<file path="config.mk">
export PLATFORM = sky130hd
export DESIGN_NAME = metering_calibration_config_bits
export DESIGN_NICKNAME = d
export VERILOG_FILES = /design/src/design/cfg_bits_pkg.sv /design/src/design/cfg_bit_store.sv /design/src/design/remote_reset_detect.sv /design/src/design/metering_calibration_config_bits.sv
export SDC_FILE = /design/constraint.sdc
export NUM_CORES = 1
export LEC_CHECK = 0
export CAP_MARGIN = 20
export CORE_MARGIN = 2
export CORE_UTILIZATION = 55
export DETAILED_ROUTE_END_ITERATION = 7
export DONT_BUFFER_PORTS = 1
export GPL_ROUTABILITY_DRIVEN = 0
export PLACE_DENSITY = 0.7
export SLEW_MARGIN = 20
export SYNTH_ARGS = -nofsm -noshare
export SYNTH_HDL_FRONTEND = slang
export SYNTH_SLANG_ARGS = --single-unit
export TNS_END_PERCENT = 30
</file>
<file path="constraint.sdc">
create_clock -name clk_sys -period 2.28 [get_ports clk_sys]
set_input_delay 0.456 -clock clk_sys [delete_from_list [all_inputs] [get_ports clk_sys]]
set_output_delay 0.456 -clock clk_sys [all_outputs]
set_load 0.02 [all_outputs]
</file>
<file path="src/design/cfg_bits_pkg.sv">
// constants shared by the calibration configuration bit store
package cfg_bits_pkg;

	// bit array geometry
	localparam int unsigned CFG_BITS = 56;
	localparam int unsigned ADDR_W = 6;
	localparam logic [5:0] CFG_LAST_ADDR = 6'h37;

	// listed (most significant) address and width of each trim field
	localparam logic [5:0] PHASE_COMP_ADDR = 6'h15;
	localparam int unsigned PHASE_COMP_W = 4;
	localparam logic [5:0] VOLTAGE_GAIN_ADDR = 6'h1A;
	localparam int unsigned VOLTAGE_GAIN_W = 8;
	localparam logic [5:0] SECONDARY_GAIN_ADDR = 6'h28;
	localparam int unsigned SECONDARY_GAIN_W = 8;
	localparam logic [5:0] OSC_TRIM_ADDR = 6'h31;
	localparam int unsigned OSC_TRIM_W = 2;
	localparam logic [5:0] TAMPER_SEL_ADDR = 6'h35;

	// oscillator trim code that raises the frequency; other codes leave it nominal
	localparam logic [1:0] OSC_TRIM_RAISE = 2'h1;

	// reserved addresses: writes are dropped and the bits read as zero
	localparam logic [55:0] RESERVED_MASK = 56'hD8_0000_0003_0040;
	localparam logic [55:0] CFG_RESET_VALUE = 56'h00_0000_0000_0000;

	// remote reset pin sequence: every step longer than the minimum time
	localparam int unsigned CLK_PERIOD_NS = 8;
	localparam int unsigned STEP_MIN_NS = 30;
	localparam int unsigned STEP_MIN_CYC = (STEP_MIN_NS + CLK_PERIOD_NS - 1) / CLK_PERIOD_NS;
	localparam int unsigned STEP_CNT_W = 3;
	localparam logic [2:0] STEP_MIN_CNT = 3'(STEP_MIN_CYC);
	localparam logic [2:0] STEP_CNT_ZERO = 3'h0;
	localparam logic [2:0] STEP_CNT_ONE = 3'h1;

	// remote reset sequence detector states
	typedef enum logic [3:0] {
		RST_IDLE = 4'h1,
		RST_SYN_LOW = 4'h2,
		RST_SEL_LOW = 4'h4,
		RST_SEL_HIGH = 4'h8
	} rrr_state_t;

	// gather a field whose most significant bit sits at the listed address
	function automatic logic [7:0] field_get(input logic [55:0] bits, input int unsigned msb,
		input int unsigned w);
		logic [7:0] v;
		v = 8'h00;
		for (int i = 0; i < 8; i++)
		begin
			if (i < w)
				v[w - 1 - i] = bits[msb + i];
		end
		return v;
	endfunction : field_get

endpackage : cfg_bits_pkg

</file>
<file path="src/design/cfg_bit_store.sv">
// volatile store of the 56 configuration bits with a registered read port
`timescale 1ns/10ps
`default_nettype none

module cfg_bit_store (
	input wire logic clk_sys,
	input wire logic reset_n,
	input wire logic wr_en,
	input wire logic [5:0] wr_addr,
	input wire logic wr_bit,
	input wire logic [5:0] rd_addr,
	output logic rd_bit_reg,
	output logic [55:0] bits_reg
);

	// one flop per bit; reserved positions never load so they stay zero
	// reserved writes dropped
	genvar g;
	generate
		for (g = 0; g < cfg_bits_pkg::CFG_BITS; g++)
		begin : g_bit
			always_ff @(posedge clk_sys)
			begin
				if (!reset_n)
					bits_reg[g] <= cfg_bits_pkg::CFG_RESET_VALUE[g];
				else if (wr_en && wr_addr == 6'(g) && !cfg_bits_pkg::RESERVED_MASK[g])
					bits_reg[g] <= wr_bit;
			end
		end
	endgenerate

	// read back one bit; addresses past the array answer zero
	always_ff @(posedge clk_sys)
	begin
		if (!reset_n)
			rd_bit_reg <= 1'b0;
		else if (rd_addr > cfg_bits_pkg::CFG_LAST_ADDR)
			rd_bit_reg <= 1'b0;
		else
			rd_bit_reg <= bits_reg[rd_addr];
	end

endmodule : cfg_bit_store

`default_nettype wire

</file>
<file path="src/design/remote_reset_detect.sv">
// watches the serial select, sync and clock pins for the remote reset sequence
`timescale 1ns/10ps
`default_nettype none

module remote_reset_detect (
	input wire logic clk_sys,
	input wire logic reset_n,
	input wire logic sel_n_in,
	input wire logic sync_in,
	input wire logic sclk_in,
	output logic request_reg
);

	cfg_bits_pkg::rrr_state_t state_reg;
	cfg_bits_pkg::rrr_state_t state_next;
	logic [2:0] cnt_reg;
	logic long_enough;
	logic fire;

	assign long_enough = cnt_reg >= cfg_bits_pkg::STEP_MIN_CNT;

	// next state; any unexpected pin change abandons the sequence
	always_comb
	begin
		state_next = cfg_bits_pkg::RST_IDLE;
		fire = 1'b0;
		unique case (state_reg)
			cfg_bits_pkg::RST_IDLE:
				if (long_enough && sel_n_in && sclk_in && !sync_in)
					state_next = cfg_bits_pkg::RST_SYN_LOW;
			cfg_bits_pkg::RST_SYN_LOW:
				if (sel_n_in && sclk_in && !sync_in)
					state_next = cfg_bits_pkg::RST_SYN_LOW;
				else if (long_enough && !sel_n_in && sclk_in && !sync_in)
					state_next = cfg_bits_pkg::RST_SEL_LOW;
			cfg_bits_pkg::RST_SEL_LOW:
				if (!sel_n_in && sclk_in && !sync_in)
					state_next = cfg_bits_pkg::RST_SEL_LOW;
				else if (long_enough && sel_n_in && sclk_in && !sync_in)
					state_next = cfg_bits_pkg::RST_SEL_HIGH;
			cfg_bits_pkg::RST_SEL_HIGH:
				if (sel_n_in && sclk_in && !sync_in)
					state_next = cfg_bits_pkg::RST_SEL_HIGH;
				else if (long_enough && sel_n_in && sclk_in && sync_in)
					fire = 1'b1;
			default:
				state_next = cfg_bits_pkg::RST_IDLE;
		endcase
	end

	// state register
	always_ff @(posedge clk_sys)
	begin
		if (!reset_n)
			state_reg <= cfg_bits_pkg::RST_IDLE;
		else
			state_reg <= state_next;
	end

	// time spent in the present step, saturating at the minimum
	always_ff @(posedge clk_sys)
	begin
		if (!reset_n)
			cnt_reg <= cfg_bits_pkg::STEP_CNT_ZERO;
		else if (state_next != state_reg || (state_reg == cfg_bits_pkg::RST_IDLE &&
			!(sel_n_in && sync_in && sclk_in)))
			cnt_reg <= cfg_bits_pkg::STEP_CNT_ZERO;
		else if (!long_enough)
			cnt_reg <= cnt_reg + cfg_bits_pkg::STEP_CNT_ONE;
	end

	// one-cycle request on the final sync rise
	always_ff @(posedge clk_sys)
	begin
		if (!reset_n)
			request_reg <= 1'b0;
		else
			request_reg <= fire;
	end

endmodule : remote_reset_detect

`default_nettype wire

</file>
<file path="src/design/metering_calibration_config_bits.sv">
// calibration trim bits of the metering core and the remote reset detector
`timescale 1ns/10ps
`default_nettype none

module metering_calibration_config_bits (
	input wire logic clk_sys,
	input wire logic reset_n,
	input wire logic cfg_wr_en,
	input wire logic [5:0] cfg_wr_addr,
	input wire logic cfg_wr_bit,
	input wire logic [5:0] cfg_rd_addr,
	input wire logic sel_n_in,
	input wire logic sync_in,
	input wire logic sclk_in,
	output logic cfg_rd_bit,
	output logic [3:0] phase_comp,
	output logic [7:0] voltage_gain_trim,
	output logic [7:0] secondary_current_gain_trim,
	output logic [1:0] oscillator_trim,
	output logic osc_freq_raise,
	output logic tamper_threshold_sel,
	output logic remote_reset_request
);

	logic [55:0] cfg_bits;
	logic [3:0] phase_comp_reg;
	logic [7:0] voltage_gain_reg;
	logic [7:0] secondary_gain_reg;
	logic [1:0] osc_trim_reg;
	logic osc_raise_reg;
	logic tamper_sel_reg;
	logic [7:0] osc_field;
	logic [7:0] phase_field;

	cfg_bit_store u_store (
		.clk_sys(clk_sys),
		.reset_n(reset_n),
		.wr_en(cfg_wr_en),
		.wr_addr(cfg_wr_addr),
		.wr_bit(cfg_wr_bit),
		.rd_addr(cfg_rd_addr),
		.rd_bit_reg(cfg_rd_bit),
		.bits_reg(cfg_bits)
	);

	remote_reset_detect u_rrr (
		.clk_sys(clk_sys),
		.reset_n(reset_n),
		.sel_n_in(sel_n_in),
		.sync_in(sync_in),
		.sclk_in(sclk_in),
		.request_reg(remote_reset_request)
	);

	assign osc_field = cfg_bits_pkg::field_get(cfg_bits, cfg_bits_pkg::OSC_TRIM_ADDR,
		cfg_bits_pkg::OSC_TRIM_W);
	// a function result cannot be part-selected, so the phase field gets its own net
	assign phase_field = cfg_bits_pkg::field_get(cfg_bits, cfg_bits_pkg::PHASE_COMP_ADDR,
		cfg_bits_pkg::PHASE_COMP_W);

	// remote request not wired to any reset
	// fields assembled msb-first from the listed address upward
	always_ff @(posedge clk_sys)
	begin
		if (!reset_n)
			phase_comp_reg <= 4'h0;
		else
			phase_comp_reg <= phase_field[3:0];
	end

	always_ff @(posedge clk_sys)
	begin
		if (!reset_n)
			voltage_gain_reg <= 8'h00;
		else
			voltage_gain_reg <= cfg_bits_pkg::field_get(cfg_bits,
				cfg_bits_pkg::VOLTAGE_GAIN_ADDR, cfg_bits_pkg::VOLTAGE_GAIN_W);
	end

	always_ff @(posedge clk_sys)
	begin
		if (!reset_n)
			secondary_gain_reg <= 8'h00;
		else
			secondary_gain_reg <= cfg_bits_pkg::field_get(cfg_bits,
				cfg_bits_pkg::SECONDARY_GAIN_ADDR, cfg_bits_pkg::SECONDARY_GAIN_W);
	end

	// oscillator trim and its decoded speed-up; code 2 is left nominal as well
	always_ff @(posedge clk_sys)
	begin
		if (!reset_n)
		begin
			osc_trim_reg <= 2'h0;
			osc_raise_reg <= 1'b0;
		end
		else
		begin
			osc_trim_reg <= osc_field[1:0];
			osc_raise_reg <= osc_field[1:0] == cfg_bits_pkg::OSC_TRIM_RAISE;
		end
	end

	always_ff @(posedge clk_sys)
	begin
		if (!reset_n)
			tamper_sel_reg <= 1'b0;
		else
			tamper_sel_reg <= cfg_bits[cfg_bits_pkg::TAMPER_SEL_ADDR];
	end

	// outputs follow the store two edges after the write, no staging
	assign phase_comp = phase_comp_reg;
	assign voltage_gain_trim = voltage_gain_reg;
	assign secondary_current_gain_trim = secondary_gain_reg;
	assign oscillator_trim = osc_trim_reg;
	assign osc_freq_raise = osc_raise_reg;
	assign tamper_threshold_sel = tamper_sel_reg;
endmodule : metering_calibration_config_bits

`default_nettype wire

</file>
; Yosys cells after proc, flatten, opt, wreduce, memory -nomap -nowiden
; Cells that the tools add are included.
[totals]
elab_cells = 200
input_bits = 19
reg_bits = 82
[classes]
muxes = 10
n_addsub = 1
reduce_logical = 71
magnitude_cmp = 3
n_eq_ne = 54
n_bitwise = 2
[ops]
columns = op, count
row1 = $eq 6x6->1 const B, 20
row2 = $eq 6x5->1 const B, 14
row3 = $logic_and 1x1->1, 63
row4 = $eq 6x4->1 const B, 8
row5 = $eq 6x3->1 const B, 3
row6 = $mux 4, 4
row7 = $pmux 4 s4, 1
row8 = $eq 6x2->1 const B, 2
row9 = $lt 6x7->1 const B, 1
row10 = $bmux 1 s6, 1
row11 = $eq 6x1->1 const B, 1
row12 = $gt 6x6->1 const B, 1
row13 = $logic_not 6->1, 1
row14 = $eq 4x1->1 const B, 1
row15 = $eq 4x2->1 const B, 1
row16 = $eq 4x3->1 const B, 1
row17 = $eq 4x4->1 const B, 1
row18 = $ne 4x4->1, 1
row19 = $reduce_or 2->1, 2
row20 = $add 3x1->3 const B, 1
row21 = $ge 3x3->1 const B, 1
row22 = $logic_not 1->1, 3
row23 = $mux 3, 1
row24 = $reduce_or 3->1, 1
row25 = other kinds (5), 7

; Logic depth before layout (Yosys ltp)
; Gate-level depths: netlist of the first run.
[depth]
depth_word = 10
depth_mapped = 7

; By module
; A second synthesis of the first run with hierarchy kept.
[unflattened]
hier_cells = 450
hier_area_um2 = 4086.4
[modules_own_cells]
columns = module, instances, area_per_inst_um2, seq_area_each_um2, cells_each
row1 = cfg_bit_store, 1, 2752.6, 1001.0, 315
row2 = metering_calibration_config_bits, 1, 678.2, 480.5, 50
row3 = remote_reset_detect, 1, 655.6, 160.2, 85

; Worst setup path after synthesis of the first run
; OpenSTA, ideal clock, no wires.
[synth_path]
kind = input to register
start = input port cfg_rd_addr[0]
end = register u_store.rd_bit_reg
t_required_ns = 2.158
path_slack_ns = 0.438
t_arrival_ns = 1.720
cell_stages = 6
path_cell_list = buf_6 -> mux4_1 -> nand3_1 -> o21ai_1 -> and2_0 -> o311a_1
[synth_between]
elab_chain_cells = 2
[synth_rtl]
columns = element, line
row1 = start: declaration, metering_calibration_config_bits.sv:11  ; input wire logic [5:0] cfg_rd_addr,
row2 = $bmux 1 s6 or $gt 6x6->1 (tied branches), "cfg_bit_store.sv:40, cfg_bit_store.sv:37"
row3 = $mux 1 (not written as such) or $reduce_or 2->1 (tied branches), --
row4 = end signal: assignment, cfg_bit_store.sv:40  ; rd_bit_reg <= bits_reg[rd_addr];
row5 = end: declaration, cfg_bit_store.sv:12  ; output logic rd_bit_reg,
; Several ways; a longest one is shown, not always the timed one. The select of a mux whose other input is x is not followed.
; A chain may end at the register's enable or synchronous reset.

; Worst setup path after layout of the first run
[layout_path]
start = register u_rrr.cnt_reg[2]
end = register u_rrr.cnt_reg[1]
[layout_between]
elab_chain_cells = 10
[layout_rtl]
columns = element, line
row1 = start: declaration, remote_reset_detect.sv:16  ; logic [2:0] cnt_reg;
row2 = start signal: assignment, remote_reset_detect.sv:64  ; cnt_reg <= cfg_bits_pkg::STEP_CNT_ZERO;
row3 = start signal: assignment, remote_reset_detect.sv:67  ; cnt_reg <= cfg_bits_pkg::STEP_CNT_ZERO;
row4 = start signal: assignment, remote_reset_detect.sv:69  ; cnt_reg <= cnt_reg + cfg_bits_pkg::STEP_CNT_ONE;
row5 = $ge 3x3->1 (*), remote_reset_detect.sv:20  ; assign long_enough = cnt_reg >= cfg_bits_pkg::STEP_MIN_CNT;
row6 = "$logic_and 1x1->1, on equally long branches (3 in series)", "remote_reset_detect.sv:29, remote_reset_detect.sv:39, remote_reset_detect.sv:34"
row7 = $mux 4 or $mux 3 (tied branches), "remote_reset_detect.sv:39, remote_reset_detect.sv:34"
row8 = "$mux 4, on equally long branches", "remote_reset_detect.sv:37, remote_reset_detect.sv:32"
row9 = $pmux 4 s4, remote_reset_detect.sv:27  ; unique case (state_reg)
row10 = $ne 4x4->1, remote_reset_detect.sv:65  ; else if (state_next != state_reg || (state_reg == cfg_bits_pkg::RST_IDLE &&
row11 = $logic_or 1x1->1, remote_reset_detect.sv:65
row12 = $reduce_or 2->1 (no line), --
; Mark *: on every way between the ends. The rest lies on a longest branch, timed or not.

==> results.md, run 1 <==
| Item | Value |
| --- | --- |
| Maximum clock skew at final layout | 0.00460 ns |
| Sequential fraction of the synthesis area | 0.426 |
| Placed Instances | 505 |
| Share of layout cells above drive strength 1 | 0.0659 |
| DR vias | 2,821 |
| Worst setup EP type | flop |
| P_leak | 1.59 nW |
| Data arrival time at the worst-slack endpoint | 1.97 ns |
| Starting Density | 0.567 |
| Final routed wire length divided by cell count | 15.1 um |
| Count of flip-flops with a built-in enable after synthesis | 0 |
| Pwr per Cell Area | 640 nW/um^2 |
| Capture point of the worst reg-to-reg path | u_rrr.cnt_reg[1]$_SDFFE_PP0N_ |
| Worst setup slack for register-to-register paths | 0.58 ns |
| Setup TNS | 0 ns |
| Cell count of the worst reg-to-reg path | 5 |
| Syn nets | 455 |
| Most area-hungry cell type in the Yosys netlist | dfxtp_1 |
| Async set-or-reset flop fraction in the synthesized netlist | 0 |
| Final critical-path required period | 1.70 ns |
| Final Hold Slack | 0.219 ns |
| Setup repair after global routing missed its margin | no |
| Signed area change from the synthesized netlist to the final layout | 5.94% |
| Element type at the critical path start | flop |
| Number of global-route vias before repair | 2,663 |
| Max-slew violation count | 0 |
| Die span in y | 87.7 um |
| Number of top-level pins | 45 |
| Floorplan core area | 6790 um^2 |
| Library cell used as clock root buffer | clkbuf_8 |
| Cell with the most instances after synthesis | dfxtp_1 |
| PnR worst setup slack | 0.584 ns |
| Number of maximum-capacitance violations | 0 |
| Max reg flops | 49 |
| Pre-Repair DR Iteration Count | 5 |
| Number of antenna-violating nets in the routed design | 0 |
| DIE WIDTH | 87.7 um |
| Clock-pin slew of the registers on the worst-case setup and hold paths | 0.08 ns |
| Top post-synthesis cells by area | dfxtp_1, mux2i_1, nor2b_1 |
| Total track usage | 0.224 |
| Detailed-route wire length | 7870 um |
| Cts hold-fix bufs | 0 |
| Post-route DRC violation count | 0 |
| Full die area | 7690 um^2 |
| Type of the worst setup path | flop to flop |
| Maximum number of pins on one net before global-route repair | 79 |
| Synth top area share | 0.426 |
| Endpoint required time on the critical path | 2.55 ns |
| Inserted Clock Buffers | 9 |
| Final period utilization | 0.744 |
| Final Hold Fails | 0 |
| Number of clock sinks | 82 |
| Count of placed standard cells in the final layout, fillers left out | 521 |
| Most instantiated cells after synthesis | dfxtp_1, nand2_1, mux2i_1 |
| Min-delay src | sync_in |
| Site Rows | 30 |
| Number of I/O port buffers | 0 |
| Final count of negative-setup-slack endpoints | 0 |
| Average via count per standard cell | 5.41 |
| Number of DRC violations after detailed-routing iteration 0 | 127 |
| Beginning of the worst register-to-register path | u_rrr.cnt_reg[2]$_SDFFE_PP0N_ |
| Fillcell total | 626 |
| Synthesis-stage register bit count | 82 |
| Count of yosys warnings during synthesis | 0 |
| Rel. slew slack | 0.531 |
| CTS tree | yes |
| Hold-critical path depth | 2 |
| Most frequently used flop master after synthesis | dfxtp_1 |
| Global route overflow | 0 |
| Library cells used by synthesis | 43 |
| Clock latency at the later pin of the worst-skew pair | 0.35 ns |
| Global-route wire length before repair | 13,200 um |
| Classification of the worst-slack hold path | input pin to flop |
| Maximum clock rate | 0.590 GHz |
| Worst-case setup slack after placement | 0.440 ns |
| Antenna violations before repair | 0 |
| Synthesized area per cell | 8.88 um^2 |
| CP Max Fanout | 8 |
| Max H-tree Level | 3 |
| Post-cts gate resize count | 0 |
| Highest ir drop seen on vdd | 269 uV |
| Status | finished clean |
| Post-Syn Area | 3850 um^2 |
| Total power after layout | 2.61 mW |
| Number of post-CTS setup repair buffers | 0 |
| Number of antenna cells inserted | 0 |
| Hold EP | u_rrr.request_reg$_SDFF_PP0_ |
| Clk buf depth | 2 |
| Total number of nets in the final design | 441 |
| Detail Placement HPWL | 5410 um |
| Transition time at the pin with the least slew margin | 0.701 ns |
| Post-synthesis cell count | 434 |
## metrics by stage
stage | util | area (um^2)
CTS | 0.601 | 4080
detailed placement | 0.571 | 3880
global route | 0.601 | 4080
global placement | 0.571 | 3880
floorplan | - | 3850
finish | 0.601 | 4080
## cells in the final DEF (no fill, tap or decap), types with 2 or more instances in the layout
master,count
o31ai_1,2
nand2b_1,10
nand2_1,58
a21oi_1,3
a31oi_1,3
or2_2,5
or2_0,2
o21ai_0,15
ha_1,2
and3_1,2
buf_4,3
clkbuf_8,10
mux2i_1,43
mux4_1,5
mux4_2,2
nand4_1,3
nor3_1,16
nor2_1,29
a211oi_1,2
o211ai_1,3
nor2b_1,40
inv_1,7
dfxtp_1,82
and2_1,24
a21boi_0,17
clkinv_2,2
nand3_1,16
## critical path, stage by stage (launching register included)
cell and delay, ns:
dfxtp_1 0.52, inv_1 0.09, a2111oi_0 0.43, a32o_1 0.26, a31oi_1 0.13, nor3_1 0.19
## report_power, final
part,switching (mW),total (mW),internal (mW)
clock,0.531,1.07,0.538
sequential,0.00681,1.44,1.44
combinational,0.0500,0.102,0.0518
total,0.588,2.61,2.03
## per-layer routing
| metal | routed length [um] | vias to the layer above | global-route usage |
|---|---|---|---|
| met5 | 0 | - | 0 |
| met4 | 151 | 0 | 0.0811 |
| met3 | 369 | 14 | 0.0434 |
| met2 | 3540 | 61 | 0.329 |
| met1 | 3810 | 1305 | 0.326 |
| li1 | - | 1441 | - |
## worst max-delay path by stage
stage | startpoint | to | slack, ns | cells after the start
after CTS | u_store.bits_reg[28]$_SDFFE_PN0P_ | u_store.rd_bit_reg$_SDFF_PP0_ | 0.60 | 5
final | u_rrr.cnt_reg[2]$_SDFFE_PP0N_ | u_rrr.cnt_reg[1]$_SDFFE_PP0N_ | 0.58 | 5
after floorplan | cfg_rd_addr[0] | u_store.rd_bit_reg$_SDFF_PP0_ | 0.44 | 6
after global placement | cfg_rd_addr[0] | u_store.rd_bit_reg$_SDFF_PP0_ | 0.43 | 5
after detailed placement | cfg_rd_addr[0] | u_store.rd_bit_reg$_SDFF_PP0_ | 0.44 | 5
after global routing | u_rrr.cnt_reg[2]$_SDFFE_PP0N_ | u_rrr.cnt_reg[1]$_SDFFE_PP0N_ | 0.35 | 5
## final cells by class
cell class | instances | area (um^2) | share of cell area
Clock inverter | 6 | 65.1 | 0.0159
Sequential cell | 82 | 1640 | 0.402
Inverter | 7 | 26.3 | 0.00643
Multi-Input combinational cell | 317 | 2070 | 0.507
Timing Repair Buffer | 3 | 22.5 | 0.00551
Tap cell | 96 | 120 | 0.0294
Clock buffer | 10 | 138 | 0.0337
## kinds of logic (layout without fill, tap and decap cells)
| group | count (synthesis) | in the layout | share of synthesized area |
|---|---|---|---|
| buffers and inverters | 35 | 26 | 0.0370 |
| muxes | 51 | 51 | 0.160 |
| DFF | 82 | 82 | 0.426 |
| adders and majority gates | 2 | 2 | 0.00649 |
| AOI/OAI and AO/OA | 51 | 51 | 0.0880 |
| and+or+nand+nor | 212 | 212 | 0.280 |
| xor gates and xnor gates | 1 | 1 | 0.00227 |
Power figures use the tool's default switching activity.
==> run 2, diff against run 1 <==
--- a/config.mk
+++ b/config.mk
@@ -11,7 +11,7 @@
 export DETAILED_ROUTE_END_ITERATION = 7
 export DONT_BUFFER_PORTS = 1
 export GPL_ROUTABILITY_DRIVEN = 0
-export PLACE_DENSITY = 0.7
+export PLACE_DENSITY = 0.73
 export SLEW_MARGIN = 20
 export SYNTH_ARGS = -nofsm -noshare
 export SYNTH_HDL_FRONTEND = slang
==> constraint.sdc (replaced) <==
create_clock -name clk_sys -period 1.4 [get_ports clk_sys]
set_input_delay 0.28 -clock clk_sys [delete_from_list [all_inputs] [get_ports clk_sys]]
set_output_delay 0.28 -clock clk_sys [all_outputs]
set_load 0.02 [all_outputs]
==> results.md, run 2 (synthesis results as in run 1) <==
| Item | Value | vs previous |
| --- | --- | --- |
| Status | finished, violations left | was finished clean |
| Violations in the final reports | negative setup slack |  |
| Pre-Repair DR Iteration Count | 4 | was 5 |
| Post-route DRC violation count | 0 | unchanged |
| Clock-pin slew of the registers on the worst-case setup and hold paths | 0.10 ns | was 0.08 ns |
| Critical path cell sequence | mux4_2, mux2i_1, o21ai_1, and2_1, o311a_1 | was inv_1, a2111oi_0, a32o_1, a31oi_1, nor3_1 |
| Global-route wire length before repair | 13,500 um | was 13,200 um |
| Setup repair after global routing missed its margin | yes | was no |
| Max-slew violation count | 0 | unchanged |
| Finished Cell Area | 4350 um^2 | was 4080 um^2 |
| Number of antenna-violating nets in the routed design | 0 | unchanged |
| Total number of nets in the final design | 473 | was 441 |
| Starting Density | 0.567 | unchanged |
| DIE WIDTH | 87.7 um | unchanged |
| Maximum number of pins on one net before global-route repair | 79 | unchanged |
| Average via count per standard cell | 5.39 | was 5.41 |
| Number of antenna cells inserted | 0 | unchanged |
| Fillcell total | 568 | was 626 |
| Most common cell after layout, fill and taps aside | dfxtp_1 | unchanged |
| DR vias | 2,981 | was 2,821 |
| Final Hold Fails | 0 | unchanged |
| Setup TNS | -0.211 ns | was 0 ns |
| Type of the worst setup path | flop to flop | unchanged |
| Count of placed standard cells in the final layout, fillers left out | 553 | was 521 |
| Floorplan core area | 6790 um^2 | unchanged |
| Clock latency at the later pin of the worst-skew pair | 0.36 ns | was 0.35 ns |
| Max H-tree Level | 3 | unchanged |
| Final routed wire length divided by cell count | 14.9 um | was 15.1 um |
| Final critical-path required period | 1.60 ns | was 1.70 ns |
| Worst setup slack for register-to-register paths | -0.20 ns | was 0.58 ns |
| Hold-critical path depth | 2 | unchanged |
| Kind of cell adding the most delay to the critical path | multiplexers | was compound AO/OA/AOI/OAI gates |
| CP Max Fanout | 2 | was 8 |
| Inserted Clock Buffers | 9 | unchanged |
| Clk buf depth | 2 | unchanged |
| Die span in y | 87.7 um | unchanged |
| Beginning of the worst register-to-register path | u_store.bits_reg[31]$_SDFFE_PN0P_ | was u_rrr.cnt_reg[2]$_SDFFE_PP0N_ |
| Antenna violations before repair | 0 | unchanged |
| CTS tree | yes | unchanged |
| Library cell used as clock root buffer | clkbuf_8 | unchanged |
| Most used routing layer | met2 | unchanged |
| Number of DRC violations after detailed-routing iteration 0 | 148 | was 127 |
| Final count of negative-setup-slack endpoints | 3 | was 0 |
| Capture point of the worst reg-to-reg path | u_store.rd_bit_reg$_SDFF_PP0_ | was u_rrr.cnt_reg[1]$_SDFFE_PP0N_ |
| Buf+Inv Stages, Crit Path | 0 | was 1 |
| PnR worst setup slack | -0.197 ns | was 0.584 ns |
| Met3 track demand over resource | 0.0820 | was 0.0434 |
| Worst setup EP type | flop | unchanged |
| Cell count of the worst reg-to-reg path | 5 | unchanged |
| Endpoint required time on the critical path | 1.64 ns | was 2.55 ns |
| Transition time at the pin with the least slew margin | 0.412 ns | was 0.701 ns |
| Data arrival time at the worst-slack endpoint | 1.83 ns | was 1.97 ns |
| Share of layout cells above drive strength 1 | 0.158 | was 0.0659 |
| Multi-input combinational cell area | 2110 um^2 | was 2070 um^2 |
| GRT met2 Usage | 0.354 | was 0.329 |
| Leading cell types in the layout, fill and taps excluded | dfxtp_1, nand2_1, mux2i_1 | unchanged |
| Classification of the worst-slack hold path | input pin to flop | unchanged |
| Number of maximum-capacitance violations | 0 | unchanged |
| Element type at the critical path start | flop | unchanged |
| Highest ir drop seen on vdd | 473 uV | was 269 uV |
| Placed Instances | 536 | was 505 |
| Detailed-route wire length | 8260 um | was 7870 um |
| Total track usage | 0.227 | was 0.224 |
| Full die area | 7690 um^2 | unchanged |
| Global route overflow | 0 | unchanged |
| Total area of sequential cells | 1650 um^2 | was 1640 um^2 |
| P_leak | 1.75 nW | was 1.59 nW |
| Cell with the biggest individual delay on the critical path | mux4_2 | was dfxtp_1 |
| Rel. slew slack | 0.723 | was 0.531 |
| Global routing met1 resource utilization | 0.295 | was 0.326 |
| Maximum clock skew at final layout | 0.0102 ns | was 0.00460 ns |
| Detail Placement HPWL | 5600 um | was 5410 um |
| Number of I/O port buffers | 0 | unchanged |
| Site Rows | 30 | unchanged |
| Number of top-level pins | 45 | unchanged |
| Number of clock sinks | 82 | unchanged |
| Final period utilization | 1.14 | was 0.744 |
| Signed area change from the synthesized netlist to the final layout | 12.9% | was 5.94% |
| Delay of the slowest critical-path stage | 0.46 ns | was 0.52 ns |
| Number of global-route vias before repair | 2,757 | was 2,663 |
| Maximum clock rate | 0.626 GHz | was 0.590 GHz |
| Placed Instance Area | 4110 um^2 | was 3880 um^2 |
| Min-delay src | sync_in | unchanged |
| Pwr per Cell Area | 956 nW/um^2 | was 640 nW/um^2 |
| Max reg flops | 49 | unchanged |
| Hold EP | u_rrr.request_reg$_SDFF_PP0_ | unchanged |
[run 2: cell types whose count changed in the layout (fill, tap and decap cells not counted), sizes merged]
| cell | delta |
|---|---|
| bufinv | -1 |
| clkinv | -1 |
| clkbuf | -1 |
| dlygate4sd3 | +1 |
| buf | +31 |
| inv | +3 |
[run 2: layer usage]
layer	share of wire	vias up
li1	-	1508
met2	0.47	73
met3	0.072	10
met4	0.012	0
met1	0.45	1390
met5	0	-
[run 2: worst register-to-register path, stage by stage, from the launching register on]
cell and delay (ns):
dfxtp_2 0.33, mux4_2 0.46, mux2i_1 0.18, o21ai_1 0.08
and2_1 0.13, o311a_1 0.30
[run 2: where the power goes]
part	switching, mW	leakage (nW)	internal (mW)
Clock	0.938	0.0925	0.675
Sequential	0.00974	0.663	2.34
Combinational	0.0901	0.998	0.107
Total	1.04	1.75	3.12
[run 2: area by class of cell]
class	count	share of cell area
Sequential cell	82	0.380
Tap cell	96	0.0276
Clock inverter	7	0.0135
Clock buffer	9	0.0285
Inverter	7	0.00604
Timing Repair Buffer	35	0.0610
Multi-Input combinational cell	317	0.484
[run 2: stage by stage]
| stage | total power, mW | hold WS, ns | util | setup WS [ns] |
|---|---|---|---|---|
| floorplan | 2.61 | 0.398 | - | -0.208 |
| global placement | 2.59 | 0.364 | 0.605 | -0.255 |
| detailed placement | 2.59 | 0.361 | 0.605 | -0.278 |
| CTS | 4.18 | 0.0379 | 0.636 | -0.191 |
| global route | 4.31 | 0.0391 | 0.641 | -0.242 |
| finish | 4.16 | 0.0480 | 0.641 | -0.197 |
[run 2: repair_timing]
| item | in CTS | in global routing |
|---|---|---|
| hold buffers | 1 | 0 |
| setup endpoints to repair | 4 | 4 |
| gates cloned | 0 | 0 |
| pin swaps | 4 | 1 |
| buffers inserted | 0 | 0 |
| gates resized for setup | 13 | 6 |
| endpoints found under the hold margin | 1 | 0 |
[run 2: worst max-delay path by stage]
stage                                                 start                            end  slack (ns)  cells after the start
final                     u_store.bits_reg[31]$_SDFFE_PN0P_  u_store.rd_bit_reg$_SDFF_PP0_       -0.20                      5
after CTS                 u_store.bits_reg[31]$_SDFFE_PN0P_  u_store.rd_bit_reg$_SDFF_PP0_       -0.19                      5
after floorplan                              cfg_rd_addr[0]  u_store.rd_bit_reg$_SDFF_PP0_       -0.21                      6
after global placement                       cfg_rd_addr[0]  u_store.rd_bit_reg$_SDFF_PP0_       -0.25                      5
after global routing      u_store.bits_reg[31]$_SDFFE_PN0P_  u_store.rd_bit_reg$_SDFF_PP0_       -0.24                      5
after detailed placement                     cfg_rd_addr[0]  u_store.rd_bit_reg$_SDFF_PP0_       -0.28                      5
==> run 3, diff against run 2 <==
--- a/config.mk
+++ b/config.mk
@@ -6,7 +6,7 @@
 export NUM_CORES = 1
 export LEC_CHECK = 0
 export CAP_MARGIN = 20
-export CORE_MARGIN = 2
+export CORE_MARGIN = 4
 export CORE_UTILIZATION = 55
 export DETAILED_ROUTE_END_ITERATION = 7
 export DONT_BUFFER_PORTS = 1
==> constraint.sdc (replaced) <==
create_clock -name clk_sys -period 1.3 [get_ports clk_sys]
set_input_delay 0.26 -clock clk_sys [delete_from_list [all_inputs] [get_ports clk_sys]]
set_output_delay 0.26 -clock clk_sys [all_outputs]
set_load 0.02 [all_outputs]
==> results.md, run 3 (synthesis results as in run 1) <==
| Item | Value | vs previous |
| --- | --- | --- |
| Status | finished, violations left | unchanged |
| Violations in the final reports | negative setup slack | unchanged |
| Capture point of the worst reg-to-reg path | u_store.rd_bit_reg$_SDFF_PP0_ | unchanged |
| Setup repair after global routing missed its margin | yes | unchanged |
| Number of DRC violations after detailed-routing iteration 0 | 161 | was 148 |
| Type of the worst setup path | flop to flop | unchanged |
| Detail Placement HPWL | 5770 um | was 5600 um |
| Most common cell after layout, fill and taps aside | dfxtp_1 | unchanged |
| Library cell used as clock root buffer | clkbuf_8 | unchanged |
| Antenna violations before repair | 0 | unchanged |
| Inserted Clock Buffers | 9 | unchanged |
| DIE WIDTH | 91.7 um | was 87.7 um |
| Critical path cell sequence | mux4_2, mux2i_2, o21ai_1, and2_1, o311a_1 | was mux4_2, mux2i_1, o21ai_1, and2_1, o311a_1 |
| Internal power | 3.56 mW | was 3.12 mW |
| Pwr per Cell Area | 1050 nW/um^2 | was 956 nW/um^2 |
| Final Hold Slack | 0.0236 ns | was 0.0480 ns |
| Clk buf depth | 2 | unchanged |
| Classification of the worst-slack hold path | input pin to flop | unchanged |
| Number of antenna-violating nets in the routed design | 0 | unchanged |
| Min-delay src | reset_n | was sync_in |
| Floorplan core area | 6790 um^2 | unchanged |
| DR vias | 3,087 | was 2,981 |
| CTS tree | yes | unchanged |
| Full die area | 8410 um^2 | was 7690 um^2 |
| Delay of the slowest critical-path stage | 0.47 ns | was 0.46 ns |
| Number of maximum-capacitance violations | 0 | unchanged |
| Average via count per standard cell | 5.51 | was 5.39 |
| Power share of the sequential group | 0.539 | was 0.565 |
| Buf+Inv Stages, Crit Path | 0 | unchanged |
| Number of global-route vias before repair | 2,948 | was 2,757 |
| Global-route wire length before repair | 14,300 um | was 13,500 um |
| Total power after layout | 4.68 mW | was 4.16 mW |
| Beginning of the worst register-to-register path | u_store.bits_reg[27]$_SDFFE_PN0P_ | was u_store.bits_reg[31]$_SDFFE_PN0P_ |
| Endpoint required time on the critical path | 1.55 ns | was 1.64 ns |
| Max H-tree Level | 3 | unchanged |
| Final period utilization | 1.25 | was 1.14 |
| Starting Density | 0.567 | unchanged |
| Number of antenna cells inserted | 0 | unchanged |
| Element type at the critical path start | flop | unchanged |
| Total number of nets in the final design | 480 | was 473 |
| Final Hold Fails | 0 | unchanged |
| Max reg flops | 49 | unchanged |
| Worst Setup SP | u_store.bits_reg[27]$_SDFFE_PN0P_ | was u_store.bits_reg[31]$_SDFFE_PN0P_ |
| Cell with the biggest individual delay on the critical path | mux4_2 | unchanged |
| Signed area change from the synthesized netlist to the final layout | 15.5% | was 12.9% |
| Final routed wire length divided by cell count | 15.3 um | was 14.9 um |
| Pre-Repair DR Iteration Count | 4 | unchanged |
| Maximum clock skew at final layout | 0.00744 ns | was 0.0102 ns |
| Die span in y | 91.7 um | was 87.7 um |
| Rel. slew slack | 0.746 | was 0.723 |
| Worst setup slack for register-to-register paths | -0.33 ns | was -0.20 ns |
| Max-slew violation count | 0 | unchanged |
| Detailed-route wire length | 8570 um | was 8260 um |
| Number of clock sinks | 82 | unchanged |
| Hold EP | u_rrr.state_reg[2]$_SDFF_PN0_ | was u_rrr.request_reg$_SDFF_PP0_ |
| Data arrival time at the worst-slack endpoint | 1.88 ns | was 1.83 ns |
| Transition time at the pin with the least slew margin | 0.378 ns | was 0.412 ns |
| Combinational share of power | 0.047 | about the same |
| Switching power share of the total | 0.240 | was 0.249 |
| Clock latency at the later pin of the worst-skew pair | 0.36 ns | about the same |
| Maximum number of pins on one net before global-route repair | 79 | unchanged |
| Global route overflow | 0 | unchanged |
| Post-route DRC violation count | 0 | unchanged |
| Maximum clock rate | 0.615 GHz | was 0.626 GHz |
| Number of I/O port buffers | 0 | unchanged |
| Number of top-level pins | 45 | unchanged |
| Clock share of power | 0.414 | was 0.388 |
| Final count of negative-setup-slack endpoints | 4 | was 3 |
| Total track usage | 0.214 | was 0.227 |
| PnR worst setup slack | -0.326 ns | was -0.197 ns |
| Cell count of the worst reg-to-reg path | 5 | unchanged |
| Share of layout cells above drive strength 1 | 0.179 | was 0.158 |
| Worst setup EP type | flop | unchanged |
| Hold-critical path depth | 2 | unchanged |
| Site Rows | 30 | unchanged |
| Leading cell types in the layout, fill and taps excluded | dfxtp_1, nand2_1, mux2i_1 | unchanged |
| Clock-pin slew of the registers on the worst-case setup and hold paths | 0.09 ns | was 0.10 ns |
| Highest ir drop seen on vdd | 655 uV | was 473 uV |
| Kind of cell adding the most delay to the critical path | multiplexers | unchanged |
| Switching power summed over all nets | 1.12 mW | was 1.04 mW |
| Final critical-path required period | 1.63 ns | was 1.60 ns |
| P_leak | 1.80 nW | was 1.75 nW |
| CP Max Fanout | 2 | unchanged |
[run 3: power groups by stage]
stage,registers (mW),logic [mW],clock network (mW)
global placement,2.59,0.206,0
finish,2.52,0.219,1.94
floorplan,2.59,0.224,0
global route,2.53,0.237,2.08
CTS,2.52,0.215,1.99
detailed placement,2.59,0.207,0
[run 3: layer usage]
| metal | track usage | vias to the layer above | share of wire |
|---|---|---|---|
| li1 | - | 1516 | - |
| met1 | 0.268 | 1448 | 0.43 |
| met2 | 0.346 | 107 | 0.47 |
| met3 | 0.0582 | 16 | 0.080 |
| met4 | 0.0953 | 0 | 0.020 |
| met5 | 0 | - | 0 |
[run 3: layout make-up]
cell class / count / area, um^2
clock buffer: 9 / 124
multi-input combinational: 317 / 2120
timing repair buffer: 42 / 320
clock inverter: 7 / 83.8
sequential: 82 / 1660
tap: 96 / 120
inverter: 7 / 26.3
fill: 541 / 2340
[run 3: timing repair]
item,CTS,global route
resized for setup,15,5
gates cloned,0,0
pin swaps,3,2
setup buffers,1,0
setup endpoints to repair,5,4
endpoints found under the hold margin,2,0
hold buffers,2,0
[run 3: per-stage QoR]
step / util / worst slack (ns) / instance area (um^2) / setup TNS (ns) / instances
3_3_place_gp: 0.614 / -0.359 / 4170 / -0.760 / 541
4_1_cts: 0.652 / -0.327 / 4430 / -0.443 / 560
6_report: 0.656 / -0.326 / 4450 / -0.511 / 560
3_5_place_dp: 0.614 / -0.354 / 4170 / -0.839 / 541
5_1_grt: 0.656 / -0.401 / 4450 / -0.908 / 560
2_1_floorplan: - / -0.288 / 3910 / -0.624 / 434
[run 3: worst max-delay path by stage]
stage / to / cells past startpoint
2_1_floorplan: u_store.rd_bit_reg$_SDFF_PP0_ / 6
3_3_place_gp: u_store.rd_bit_reg$_SDFF_PP0_ / 5
3_5_place_dp: u_store.rd_bit_reg$_SDFF_PP0_ / 5
4_1_cts: u_store.rd_bit_reg$_SDFF_PP0_ / 5
5_1_grt: u_store.rd_bit_reg$_SDFF_PP0_ / 5
6_report: u_store.rd_bit_reg$_SDFF_PP0_ / 5
